[config.mk]
export PLATFORM = sky130hd
export DESIGN_NAME = pio_irq_out
export DESIGN_NICKNAME = d
export VERILOG_FILES = /design/src/design/pio_pkg.sv /design/src/design/pio_irq_out.sv
export SDC_FILE = /design/constraint.sdc
export NUM_CORES = 1
export LEC_CHECK = 0
export CAP_MARGIN = 20
export CORE_MARGIN = 4
export CORE_UTILIZATION = 30
export CTS_BUF_LIST = sky130_fd_sc_hd__clkbuf_8
export DETAILED_ROUTE_END_ITERATION = 7
export DONT_BUFFER_PORTS = 1
export PLACE_DENSITY = 0.53
export RECOVER_POWER = 100
export SETUP_SLACK_MARGIN = 0.1
export SYNTH_ARGS = -nofsm -noshare
export SYNTH_HDL_FRONTEND = slang
export SYNTH_SLANG_ARGS = --single-unit
[constraint.sdc]
create_clock -name SYS_CLK -period 1.6 [get_ports SYS_CLK]
set_input_delay 0.16 -clock SYS_CLK [delete_from_list [all_inputs] [get_ports SYS_CLK]]
set_output_delay 0.16 -clock SYS_CLK [all_outputs]
set_load 0.02 [all_outputs]
[src/design/pio_pkg.sv]
// Purpose : Shared constants and carrier types for the interrupt output logic
// Assumes : One system clock, Avalon-MM register access, 32-bit data
// Notes   : Offsets are byte addresses of aligned words
package pio_pkg;

    // ----------------------------------------------------------------
    // Register map
    // ----------------------------------------------------------------
    localparam logic [3:0] PIO_OFF_SER0   = 4'h0;
    localparam logic [3:0] PIO_OFF_SER1   = 4'h4;
    localparam logic [3:0] PIO_OFF_PAR    = 4'h8;
    localparam logic [3:0] PIO_OFF_FDC    = 4'hC;

    // ----------------------------------------------------------------
    // Field positions
    // ----------------------------------------------------------------
    // Serial: [3:0] enable mask, [4] modem gate bit, [6:5] port designation
    localparam int PIO_SER_MODEM_CTRL_IRQ_GATE_BIT_BIT  = 4;
    localparam int PIO_SER_DES_LSB   = 5;
    // Parallel: [4] control bit 4, [5] address match, [6] ecp enable, [7] line configured
    localparam int PIO_PAR_EN_BIT    = 4;
    localparam int PIO_PAR_ADR_BIT   = 5;
    localparam int PIO_PAR_ECP_BIT   = 6;
    localparam int PIO_PAR_CFG_BIT   = 7;
    // Floppy: [3] output register gate bit, [4] encoding format
    localparam int PIO_FDC_D3_BIT    = 3;
    localparam int PIO_FDC_ENC_BIT   = 4;

    // ----------------------------------------------------------------
    // Reset values
    // ----------------------------------------------------------------
    localparam logic [7:0] PIO_RST_SER   = 8'h00;
    localparam logic [7:0] PIO_RST_PAR   = 8'h00;
    localparam logic [7:0] PIO_RST_FDC   = 8'h00;
    localparam logic [1:0] PIO_BUS_WAIT  = 2'h1;

    // ----------------------------------------------------------------
    // Types
    // ----------------------------------------------------------------
    typedef enum logic [1:0] {
        PIO_COM_FIRST,
        PIO_COM_SECOND,
        PIO_COM_THIRD,
        PIO_COM_FOURTH
    } pio_com_e;

    typedef enum logic [1:0] {
        PIO_MODE_FIRST,
        PIO_MODE_SECOND,
        PIO_MODE_THIRD,
        PIO_MODE_ILLEGAL
    } pio_mode_e;

    typedef struct packed {
        logic        read;
        logic        write;
        logic [3:0]  address;
        logic [31:0] writedata;
    } pio_avm_req_s;

    typedef struct packed {
        logic        o;
        logic        oe;
    } pio_pin_s;

endpackage

[src/design/pio_irq_out.sv]
// Purpose : Interrupt request output logic for serial, parallel and floppy sources
// Assumes : Sources and pins are asynchronous and pass two flip-flops first
// Notes   : All pin outputs and enables are registered
//
// The Avalon-MM register port and the address map were chosen for this implementation.
`timescale 1ns/10ps

// Overview of operation
// - Second/fourth serial ports drive line three
// - Serial irq needs enable, gate, condition
// - Serial irq clears on disable; service ignored
// - Serial output floats when gate bit low
// - Parallel irq follows acknowledge when enabled
// - Parallel enable needs control bit, address
// - Parallel pin bidirectional only ECP configured
// - Floppy irq on completion or transfer ready
// - Floppy gated by D3 except second mode
// - Encoding pin sampled at reset selects mode
// - Master reset clears control registers
// - Encoding pin floats during chip reset, then format
// - Both straps high select first mode
module pio_irq_out (
    input  wire logic                 SYS_CLK,
    input  wire logic                 RESETN,
    input  wire logic                 CLK_EN,
    input  wire logic                 MASTER_RESET_IN,
    input  wire logic                 CHIP_RESET,
    input  wire logic                 IDENT_STRAP,
    input  wire logic                 ENC_PIN_I,
    input  wire logic [1:0][3:0]      SER_COND,
    input  wire logic [1:0]           SER_SERVICED,
    input  wire logic                 PRN_ACK,
    input  wire logic                 FDC_DONE,
    input  wire logic                 FDC_XFER_RDY,
    input  wire logic                 IRQ5_I,
    input  wire logic                 IRQ7_I,
    input  wire pio_pkg::pio_avm_req_s AVM_REQ,
    output logic [31:0]               AVM_READDATA,
    output logic                      AVM_WAITREQUEST,
    output pio_pkg::pio_pin_s         IRQ3_PIN,
    output pio_pkg::pio_pin_s         IRQ4_PIN,
    output pio_pkg::pio_pin_s         IRQ5_PIN,
    output pio_pkg::pio_pin_s         IRQ6_PIN,
    output pio_pkg::pio_pin_s         IRQ7_PIN,
    output logic                      IRQ5_DIR_IN,
    output logic                      IRQ7_DIR_IN,
    output pio_pkg::pio_pin_s         ENC_PIN,
    output pio_pkg::pio_mode_e        COMPAT_MODE
);
    import pio_pkg::*;

    // ----------------------------------------------------------------
    // Input synchronisers
    // ----------------------------------------------------------------
    // Only the second stage feeds logic; the first may go metastable
    localparam int NS = 19;
    logic [NS-1:0] in_raw;
    logic [NS-1:0] sy1_q;
    logic [NS-1:0] sy2_q;

    assign in_raw = {MASTER_RESET_IN, CHIP_RESET, IDENT_STRAP, ENC_PIN_I, SER_COND,
                     SER_SERVICED, PRN_ACK, FDC_DONE, FDC_XFER_RDY, IRQ5_I, IRQ7_I};

    always_ff @(posedge SYS_CLK or negedge RESETN) begin
        if (!RESETN) begin
            sy1_q <= '0;
            sy2_q <= '0;
        end else if (CLK_EN) begin
            sy1_q <= in_raw;
            sy2_q <= sy1_q;
        end
    end

    wire       mr_s      = sy2_q[18];
    wire       crst_s    = sy2_q[17];
    wire       ident_s   = sy2_q[16];
    wire       enc_s     = sy2_q[15];
    wire [3:0] cond0_s   = sy2_q[10:7];
    wire [3:0] cond1_s   = sy2_q[14:11];
    wire [1:0] svc_s     = sy2_q[6:5];
    wire       ack_s     = sy2_q[4];
    wire       fdone_s   = sy2_q[3];
    wire       fxrdy_s   = sy2_q[2];

    // ----------------------------------------------------------------
    // Register bus
    // ----------------------------------------------------------------
    logic [7:0] ser0_q, ser1_q, par_q, fdc_q;
    logic       wait_q;
    logic       enc_q;
    logic [31:0] rdata_q;

    wire        req_any  = AVM_REQ.read | AVM_REQ.write;
    wire        acc_done = req_any & !wait_q;
    wire        wr_go    = acc_done & AVM_REQ.write;
    wire        hit_s0   = AVM_REQ.address == PIO_OFF_SER0;
    wire        hit_s1   = AVM_REQ.address == PIO_OFF_SER1;
    wire        hit_pa   = AVM_REQ.address == PIO_OFF_PAR;
    wire        hit_fd   = AVM_REQ.address == PIO_OFF_FDC;
    wire [7:0]  wbyte    = AVM_REQ.writedata[7:0];
    logic [7:0] rsel;

    always_comb begin
        rsel = 8'h00;
        unique case (1'b1)
            hit_s0: rsel = ser0_q;
            hit_s1: rsel = ser1_q;
            hit_pa: rsel = par_q;
            hit_fd: rsel = {fdc_q[7:5], enc_q, fdc_q[3:0]};
            default: rsel = 8'h00;
        endcase
    end

    // Wait exactly one cycle, then answer
    // Idles high, so no access can complete unseen
    always_ff @(posedge SYS_CLK or negedge RESETN) begin
        if (!RESETN) begin
            wait_q  <= 1'b1;
            rdata_q <= 32'h0;
        end else if (CLK_EN) begin
            wait_q  <= !(req_any & wait_q);
            if (req_any & wait_q) rdata_q <= {24'h0, rsel};
        end
    end

    always_ff @(posedge SYS_CLK or negedge RESETN) begin
        if (!RESETN) begin
            ser0_q <= PIO_RST_SER;
            ser1_q <= PIO_RST_SER;
            par_q  <= PIO_RST_PAR;
            fdc_q  <= PIO_RST_FDC;
        end else if (CLK_EN) begin
            if (mr_s) begin
                ser0_q <= PIO_RST_SER;
                ser1_q <= PIO_RST_SER;
                par_q  <= PIO_RST_PAR;
                fdc_q  <= PIO_RST_FDC;
            end else if (wr_go) begin
                if (hit_s0) ser0_q <= wbyte;
                if (hit_s1) ser1_q <= wbyte;
                if (hit_pa) par_q  <= wbyte;
                if (hit_fd) fdc_q  <= wbyte;
            end
        end
    end

    // ----------------------------------------------------------------
    // Serial interrupts
    // ----------------------------------------------------------------
    function automatic logic ser_req(input logic [7:0] r, input logic [3:0] c);
        return |(r[3:0] & c) & r[PIO_SER_MODEM_CTRL_IRQ_GATE_BIT_BIT];
    endfunction

    function automatic logic on_line3(input logic [7:0] r);
        pio_com_e d;
        d = pio_com_e'(r[PIO_SER_DES_LSB +: 2]);
        return (d == PIO_COM_SECOND) || (d == PIO_COM_FOURTH);
    endfunction

    logic [1:0] sirq_q;
    wire  [1:0] s_set = {ser_req(ser1_q, cond1_s), ser_req(ser0_q, cond0_s)};
    // Request follows set each cycle; service has no effect
    wire  [1:0] s_nxt = s_set | (sirq_q & ~svc_s & s_set);

    always_ff @(posedge SYS_CLK or negedge RESETN) begin
        if (!RESETN) sirq_q <= 2'b00;
        else if (CLK_EN) sirq_q <= mr_s ? 2'b00 : s_nxt;
    end

    wire l3_0 = on_line3(ser0_q);
    wire l3_1 = on_line3(ser1_q);
    wire g0   = ser0_q[PIO_SER_MODEM_CTRL_IRQ_GATE_BIT_BIT];
    wire g1   = ser1_q[PIO_SER_MODEM_CTRL_IRQ_GATE_BIT_BIT];
    wire i3_oe = (l3_0 & g0) | (l3_1 & g1);
    wire i4_oe = (!l3_0 & g0) | (!l3_1 & g1);
    wire i3_o  = (l3_0 & g0 & sirq_q[0]) | (l3_1 & g1 & sirq_q[1]);
    wire i4_o  = (!l3_0 & g0 & sirq_q[0]) | (!l3_1 & g1 & sirq_q[1]);

    // ----------------------------------------------------------------
    // Parallel and floppy
    // ----------------------------------------------------------------
    // Control bit and address
    wire p_en  = par_q[PIO_PAR_EN_BIT] & par_q[PIO_PAR_ADR_BIT];
    wire p_dir = par_q[PIO_PAR_ECP_BIT] & par_q[PIO_PAR_CFG_BIT];

    // Mode from straps at chip reset
    pio_mode_e mode_q;
    wire pio_mode_e mode_d = ident_s ? (enc_s ? PIO_MODE_FIRST : PIO_MODE_ILLEGAL)
                                     : (enc_s ? PIO_MODE_SECOND : PIO_MODE_THIRD);
    wire f_gate = (mode_q == PIO_MODE_SECOND) | fdc_q[PIO_FDC_D3_BIT];

    always_ff @(posedge SYS_CLK or negedge RESETN) begin
        if (!RESETN) begin
            mode_q <= PIO_MODE_FIRST;
            enc_q  <= 1'b0;
        end else if (CLK_EN) begin
            if (crst_s) mode_q <= mode_d;
            enc_q <= crst_s ? 1'b0 : fdc_q[PIO_FDC_ENC_BIT];
        end
    end

    // ----------------------------------------------------------------
    // Output registers
    // ----------------------------------------------------------------
    // Registered pin outputs
    always_ff @(posedge SYS_CLK or negedge RESETN) begin
        if (!RESETN) begin
            IRQ3_PIN    <= '0;
            IRQ4_PIN    <= '0;
            IRQ5_PIN    <= '0;
            IRQ6_PIN    <= '0;
            IRQ7_PIN    <= '0;
            IRQ5_DIR_IN <= 1'b0;
            IRQ7_DIR_IN <= 1'b0;
            ENC_PIN     <= '0;
        end else if (CLK_EN) begin
            IRQ3_PIN    <= '{o: i3_o, oe: i3_oe};
            IRQ4_PIN    <= '{o: i4_o, oe: i4_oe};
            IRQ5_PIN    <= '{o: p_en & ack_s, oe: p_en & !p_dir};
            IRQ7_PIN    <= '{o: p_en & ack_s, oe: p_en & !p_dir};
            IRQ5_DIR_IN <= p_dir;
            IRQ7_DIR_IN <= p_dir;
            IRQ6_PIN    <= '{o: (fdone_s | fxrdy_s) & f_gate, oe: 1'b1};
            ENC_PIN     <= '{o: enc_q, oe: !crst_s};
        end
    end

    assign AVM_READDATA    = rdata_q;
    assign AVM_WAITREQUEST = wait_q;
    assign COMPAT_MODE     = mode_q;
endmodule

==> metrics.txt, run 1 <==
outcome=finished, violations left; failing checks=negative hold slack; Nets=512; worst path buffer plus inverter count=2; Crit path arrival time=1.69 ns; Die H=131 microns; Placed Area=4630 sq um; ant diodes=0; initial DRC count=150; CTS clk-pin slew, worst paths=0.09 ns; crit path max fanout=57; area of the multi-input gates=1950 sq um; row cnt=44; share of cells above drive strength 1=0.137; synthesis warning total=0; Layout area overhead=15.5%; initial antenna violation count=0; Peak VDD IR=0.733 mV; TritonCTS Buffers=9; CP Data Required Time=1.82 ns; worst min path class=in2async; hold_buf cts=42; RSZ-0062 raised after global routing=true; Peak Freq=0.682 GHz; leading cell types in the layout, fill and taps excluded=dfrtp_1, inv_1, dlygate4sd3_1, nand2b_1, o221ai_1; Die W=131 microns; power density over cell area=1340 nW/um^2; vias post-DR=3238; DP HPWL=6.67 mm; Clock Skew=0.00883 ns; final count of pins violating max slew=0; Total Routing Usage GR=0.131; Final Cell Area=5280 sq um; CP max-delay cell=dfrtp_1; cell leakage power=2.25 nW; Longest Clk Path Bufs=2; Final min period=1.47 ns; kind of start point of the critical path=flip-flop; Cells after Synth=420; global placement routability congestion=0.749; number of routed nets with antenna violations=0; WL per Instance=17.4 microns; endpoints failing setup=0; H-tree levels=3; TNS Setup=0 ns; CTS tree=yes; Final Hold Fails=87; Mapped Avg Cell Area=10.9 sq um; Clock Root Buffer=clkbuf_8; flop-to-flop setup slack=0.13 ns; CTS sink cnt=87; vias in the first global route=3377; largest net degree at the start of global routing=88; sequential fraction of the synthesis area=0.476; Syn Std Cell Area=4570 sq um; sequential cell area=2180 sq um; Ports=109; total die area=17300 sq um; synthesized flop and latch total=87; filler instances=1451; worst-path cell chain=buf_12 -> o21a_1 -> buf_4 -> o221ai_1; Distinct cells, synth=36; GR Overflow Total=0; Max Cap Viol=0; Worst-Skew Late Latency=0.36 ns; CP delay by family, top=buffers and inverters; # DRC=0; Worst path max stage delay=0.38 ns; Starting Density=0.310; DR pass1 iterations=4; Port Buffer Count=0; Core Box Area=14800 sq um; Tcrit/Tclk final=0.916; most common library cell in the layout ignoring fill and taps=dfrtp_1; Vias/cell=5.08; first-pass GRT wire length=18.3 mm; crit path capture type=flip-flop; path type of the worst setup path=reg2reg; drt total wl=11.1 mm; WHS=-0.512 ns
==> what timing repair did <==
item	CTS	global route
setup buffers	2	4
endpoints found under the setup margin	32	4
endpoints found under the hold margin	148	87
cloned	0	0
gates resized for setup	1	3
pin swaps	0	0
==> flip-flops by register name (all words and copies together) (netlist names) <==
name and cells:
sy2_q 15, IRQ4_PIN 2, IRQ7_PIN 2, IRQ6_PIN 2
AVM_WAITREQUEST 1, enc_q 1, IRQ3_PIN 2, COMPAT_MODE 2
AVM_READDATA 8, fdc_q 8, ser0_q 8, sirq_q 2
sy1_q 15, IRQ7_DIR_IN 1, par_q 8, ENC_PIN 2
ser1_q 8
==> per-stage QoR <==
stage | hold slack (ns) | util | worst slack (ns) | instances | power, mW
finish | -0.512 | 0.358 | 0.134 | 638 | 7.08
global route | -0.544 | 0.358 | 0.0480 | 638 | 7.55
CTS | -0.535 | 0.358 | 0.125 | 634 | 7.12
detailed placement | -0.133 | 0.314 | -0.159 | 575 | 5.29
global placement | -0.133 | 0.314 | -0.107 | 575 | 5.20
floorplan | -0.136 | - | 0.168 | 443 | 4.92
==> final cells by class <==
cell class,count,share of cell area
flip-flops and latches,87,0.412
multi-input cells,252,0.370
repair buffers,58,0.107
well taps,184,0.0436
inverters,42,0.0299
clock buffers,11,0.0287
clock inverters,4,0.00853
==> where the power goes <==
group | total [mW] | internal (mW) | switching (mW)
Sequential | 3.70 | 2.85 | 0.858
Clock | 1.58 | 0.792 | 0.785
Combinational | 1.80 | 0.968 | 0.832
Total | 7.08 | 4.61 | 2.47
==> final timing paths <==
check / from / end / depth (start not counted)
worst max-delay path: sy2_q[18]$_DFFE_PN0P_ / ser0_q[6]$_DFFE_PN0P_ / 4
worst min register to register: sy1_q[18]$_DFFE_PN0P_ / sy2_q[18]$_DFFE_PN0P_ / 1
max in group asynchronous: RESETN / AVM_WAITREQUEST$_DFFE_PN1P_ / 0
worst max register to register: sy2_q[18]$_DFFE_PN0P_ / ser0_q[6]$_DFFE_PN0P_ / 4
min in group SYS_CLK: CLK_EN / par_q[4]$_DFFE_PN0P_ / 2
worst min-delay path: RESETN / sy1_q[16]$_DFFE_PN0P_ / 0
==> kinds of logic after synthesis <==
group,share of synthesized area
compound gates,0.183
buf+inv,0.117
flops,0.476
simple gates,0.102
mux,0.116
fa+ha+maj,0.00547
other cells,0.000820
==> per-layer routing <==
metal,vias up,track usage,wire length (microns)
met5,-,0,0
met4,0,0.0595,186
met3,13,0.0203,515
met2,87,0.215,5360
met1,1604,0.169,5030
li1,1534,-,-
==> synthesized netlist by cell type (all sizes together) <==
cell type	n	area, sq um
o21ai	16	83.8
nor4b	2	47.6
nand2b	34	213
nand3	3	15.0
conb	1	3.75
dfrtp	86	2150
o2111ai	33	289
nand2	12	45.0
nand3b	1	7.51
clkbuf	16	60.1
or3	1	6.26
nor4	1	21.3
a31oi	2	12.5
mux2	32	360
o22a	8	70.1
or3b	1	8.76
and4bb	1	12.5
o21a	3	22.5
or2	1	6.26
a22oi	5	37.5
o221ai	34	298
dfstp	1	26.3
nor2	4	15.0
nand4	1	6.26
buf	46	315
mux2i	17	170
ha	2	25.0
inv	42	158
nor2b	10	62.6
a21oi	3	15.0
o211ai	1	7.51
No activity file was read; power rests on OpenSTA's default activity.
==> run 2, diff against run 1 <==
--- a/config.mk
+++ b/config.mk
@@ -11,7 +11,7 @@
 export CTS_BUF_LIST = sky130_fd_sc_hd__clkbuf_8
 export DETAILED_ROUTE_END_ITERATION = 7
 export DONT_BUFFER_PORTS = 1
-export PLACE_DENSITY = 0.53
+export PLACE_DENSITY_LB_ADDON = 0.1
 export RECOVER_POWER = 100
 export SETUP_SLACK_MARGIN = 0.1
 export SYNTH_ARGS = -nofsm -noshare
==> constraint.sdc (replaced) <==
create_clock -name SYS_CLK -period 1.85 [get_ports SYS_CLK]
set_input_delay 0.185 -clock SYS_CLK [delete_from_list [all_inputs] [get_ports SYS_CLK]]
set_output_delay 0.185 -clock SYS_CLK [all_outputs]
set_load 0.02 [all_outputs]
==> run 2 against run 1 <==
The run still ends with negative hold slack left. Register-to-register slack improved by 0.08 ns. Count of clock-buffer cells in the layout is the same. Setup slack gained 0.084 ns. Critical path type unchanged. Largest power group unchanged. Highest routed layer unchanged.
==> metrics.txt, run 2 (synthesis gave the netlist of run 1 again) <==
Worst Max-Slew Pin Slew=0.565 ns; CTS sink cnt=87 (unchanged); initial DRC count=198 (was 150); TritonCTS Buffers=9 (unchanged); area of the multi-input gates=1950 sq um (about the same); worst min path class=in2async (unchanged); hold_buf cts=24 (was 42); Ports=109 (unchanged); CP Data Required Time=2.10 ns (was 1.82 ns); Vias/cell=5.16 (was 5.08); filler instances=1514 (was 1451); WL per Instance=19.0 microns (was 17.4 microns); GR Overflow Total=0 (unchanged); Final Hold Fails=87 (unchanged); Crit path arrival time=1.88 ns (was 1.69 ns); fin cells=618 (was 638); Longest Clk Path Bufs=2 (unchanged); total die area=17300 sq um (unchanged); leading cell types in the layout, fill and taps excluded=dfrtp_1, inv_1, nand2b_1, o221ai_1, o2111ai_1 (was dfrtp_1, inv_1, dlygate4sd3_1, nand2b_1, o221ai_1); placed instance count=578 (was 575); Die W=131 microns (unchanged); Port Buffer Count=0 (unchanged); CTS clk-pin slew, worst paths=0.09 ns (about the same); cell leakage power=2.18 nW (was 2.25 nW); H-tree levels=3 (unchanged); Clock Root Buffer=clkbuf_8 (unchanged); CP max-delay cell=dfstp_2 (was dfrtp_1); first-pass GRT wire length=18.3 mm (about the same); initial antenna violation count=0 (unchanged); largest net degree at the start of global routing=88 (unchanged); kind of start point of the critical path=flip-flop (unchanged); row cnt=44 (unchanged); Peak VDD IR=0.632 mV (was 0.733 mV); CTS tree=yes (unchanged); final count of pins violating max slew=0 (unchanged); Peak Freq=0.613 GHz (was 0.682 GHz); Total Routing Usage GR=0.137 (was 0.131); global placement routability congestion=0.688 (was 0.749); path type of the worst setup path=reg2reg (unchanged); Layout area overhead=11.9% (was 15.5%); Die H=131 microns (unchanged); top flop regs=sy1_q x15, sy2_q x15 (unchanged); outcome=finished, violations left (unchanged); most common library cell in the layout ignoring fill and taps=dfrtp_1 (unchanged); WHS=-0.500 ns (was -0.512 ns); RSZ-0062 raised after global routing=false (was true); vias in the first global route=3091 (was 3377); DP HPWL=7.04 mm (was 6.67 mm); sequential cell area=2180 sq um (about the same); post-CTS setup buffer count=0 (was 2); worst-path cell chain=clkbuf_1 -> o211ai_1 -> buf_4 -> nand2_1 -> o21ai_0 (was buf_12 -> o21a_1 -> buf_4 -> o221ai_1); # DRC=0 (unchanged); TNS Setup=0 ns (unchanged); worst setup margin=0.219 ns (was 0.134 ns); Max Cap Viol=0 (unchanged); crit path max fanout=13 (was 57); Starting Density=0.310 (unchanged); Worst path max stage delay=0.56 ns (was 0.38 ns); share of cells above drive strength 1=0.141 (was 0.137); DR pass1 iterations=4 (unchanged); crit path capture type=flip-flop (unchanged); vias post-DR=3189 (was 3238); endpoints failing setup=0 (unchanged); failing checks=negative hold slack (unchanged); Tcrit/Tclk final=0.882 (was 0.916); Nets=491 (was 512); Worst-Skew Late Latency=0.37 ns (was 0.36 ns); Clock Skew=0.0130 ns (was 0.00883 ns); worst rel slew slack=0.624; Core Box Area=14800 sq um (unchanged); DP Worst Slack=0.114 ns (was -0.159 ns); power density over cell area=1210 nW/um^2 (was 1340 nW/um^2); Final min period=1.63 ns (was 1.47 ns); Placed Area=4630 sq um (about the same); Final Cell Area=5120 sq um (was 5280 sq um); ant diodes=0 (unchanged); drt total wl=11.7 mm (was 11.1 mm); number of routed nets with antenna violations=0 (unchanged)
-- run 2: cell count changes in the layout (fill, tap and decap cells not counted), moves of 2 or more --
cell	previous run	this run
o21ai_1	4	2
clkinv_4	0	2
o21ai_0	12	14
dlygate4sd3_1	41	23
buf_12	3	1
clkinv_2	3	0
-- run 2: area by class of cell --
| cell class | instances | area share |
|---|---|---|
| clock inverter | 5 | 0.0159 |
| sequential | 87 | 0.426 |
| multi-input combinational | 252 | 0.382 |
| clock buffer | 11 | 0.0296 |
| timing repair buffer | 37 | 0.0712 |
| tap | 184 | 0.0450 |
| inverter | 42 | 0.0308 |
-- run 2: per-stage QoR --
step | util | power [mW] | hold slack [ns]
after floorplan | - | 4.25 | -0.111
after global routing | 0.347 | 6.62 | -0.532
after CTS | 0.347 | 6.29 | -0.529
after global placement | 0.314 | 4.53 | -0.106
after detailed placement | 0.314 | 4.58 | -0.106
final | 0.347 | 6.19 | -0.500
-- run 2: path summary, 6_finish.rpt --
check | startpoint | endpoint | slack, ns | cells after the start
setup / recovery | AVM_WAITREQUEST$_DFFE_PN1P_ | AVM_READDATA[6]$_DFFE_PN0P_ | 0.22 | 5
hold / removal | RESETN | IRQ6_PIN[0]$_DFFE_PN0P_ | -0.50 | 0
setup reg to reg | AVM_WAITREQUEST$_DFFE_PN1P_ | AVM_READDATA[6]$_DFFE_PN0P_ | 0.22 | 5
hold reg to reg | sy1_q[8]$_DFFE_PN0P_ | sy1_q[8]$_DFFE_PN0P_ | 0.49 | 1
max in group asynchronous | RESETN | AVM_WAITREQUEST$_DFFE_PN1P_ | 2.17 | 0
min in group SYS_CLK | CLK_EN | ser0_q[1]$_DFFE_PN0P_ | 0.03 | 2
-- run 2: repair_timing --
action | in CTS | in global routing
resized for setup | 1 | 0
endpoints found under the setup margin | 5 | 0
hold endpoints to repair | 154 | 87
-- run 2: metal layers --
layer,global-route usage,wire (microns),up-vias
met5,0,0,-
met4,0.0554,141,0
met3,0.0268,657,10
met2,0.213,5580,102
met1,0.187,5340,1574
li1,-,-,1503
-- run 2: report_power, final --
| part | switching, mW | total, mW | internal, mW |
|---|---|---|---|
| Clock | 0.723 | 1.56 | 0.835 |
| Sequential | 0.765 | 3.23 | 2.46 |
| Combinational | 0.683 | 1.40 | 0.721 |
| Total | 2.17 | 6.19 | 4.02 |
-- run 2: critical path: cells and delay by family, from the launching register on --
family	cells	cell delay, ns
AOI/OAI and AO/OA	2	0.32
buffers and inverters	2	0.56
DFF	1	0.56
and+or+nand+nor	1	0.06
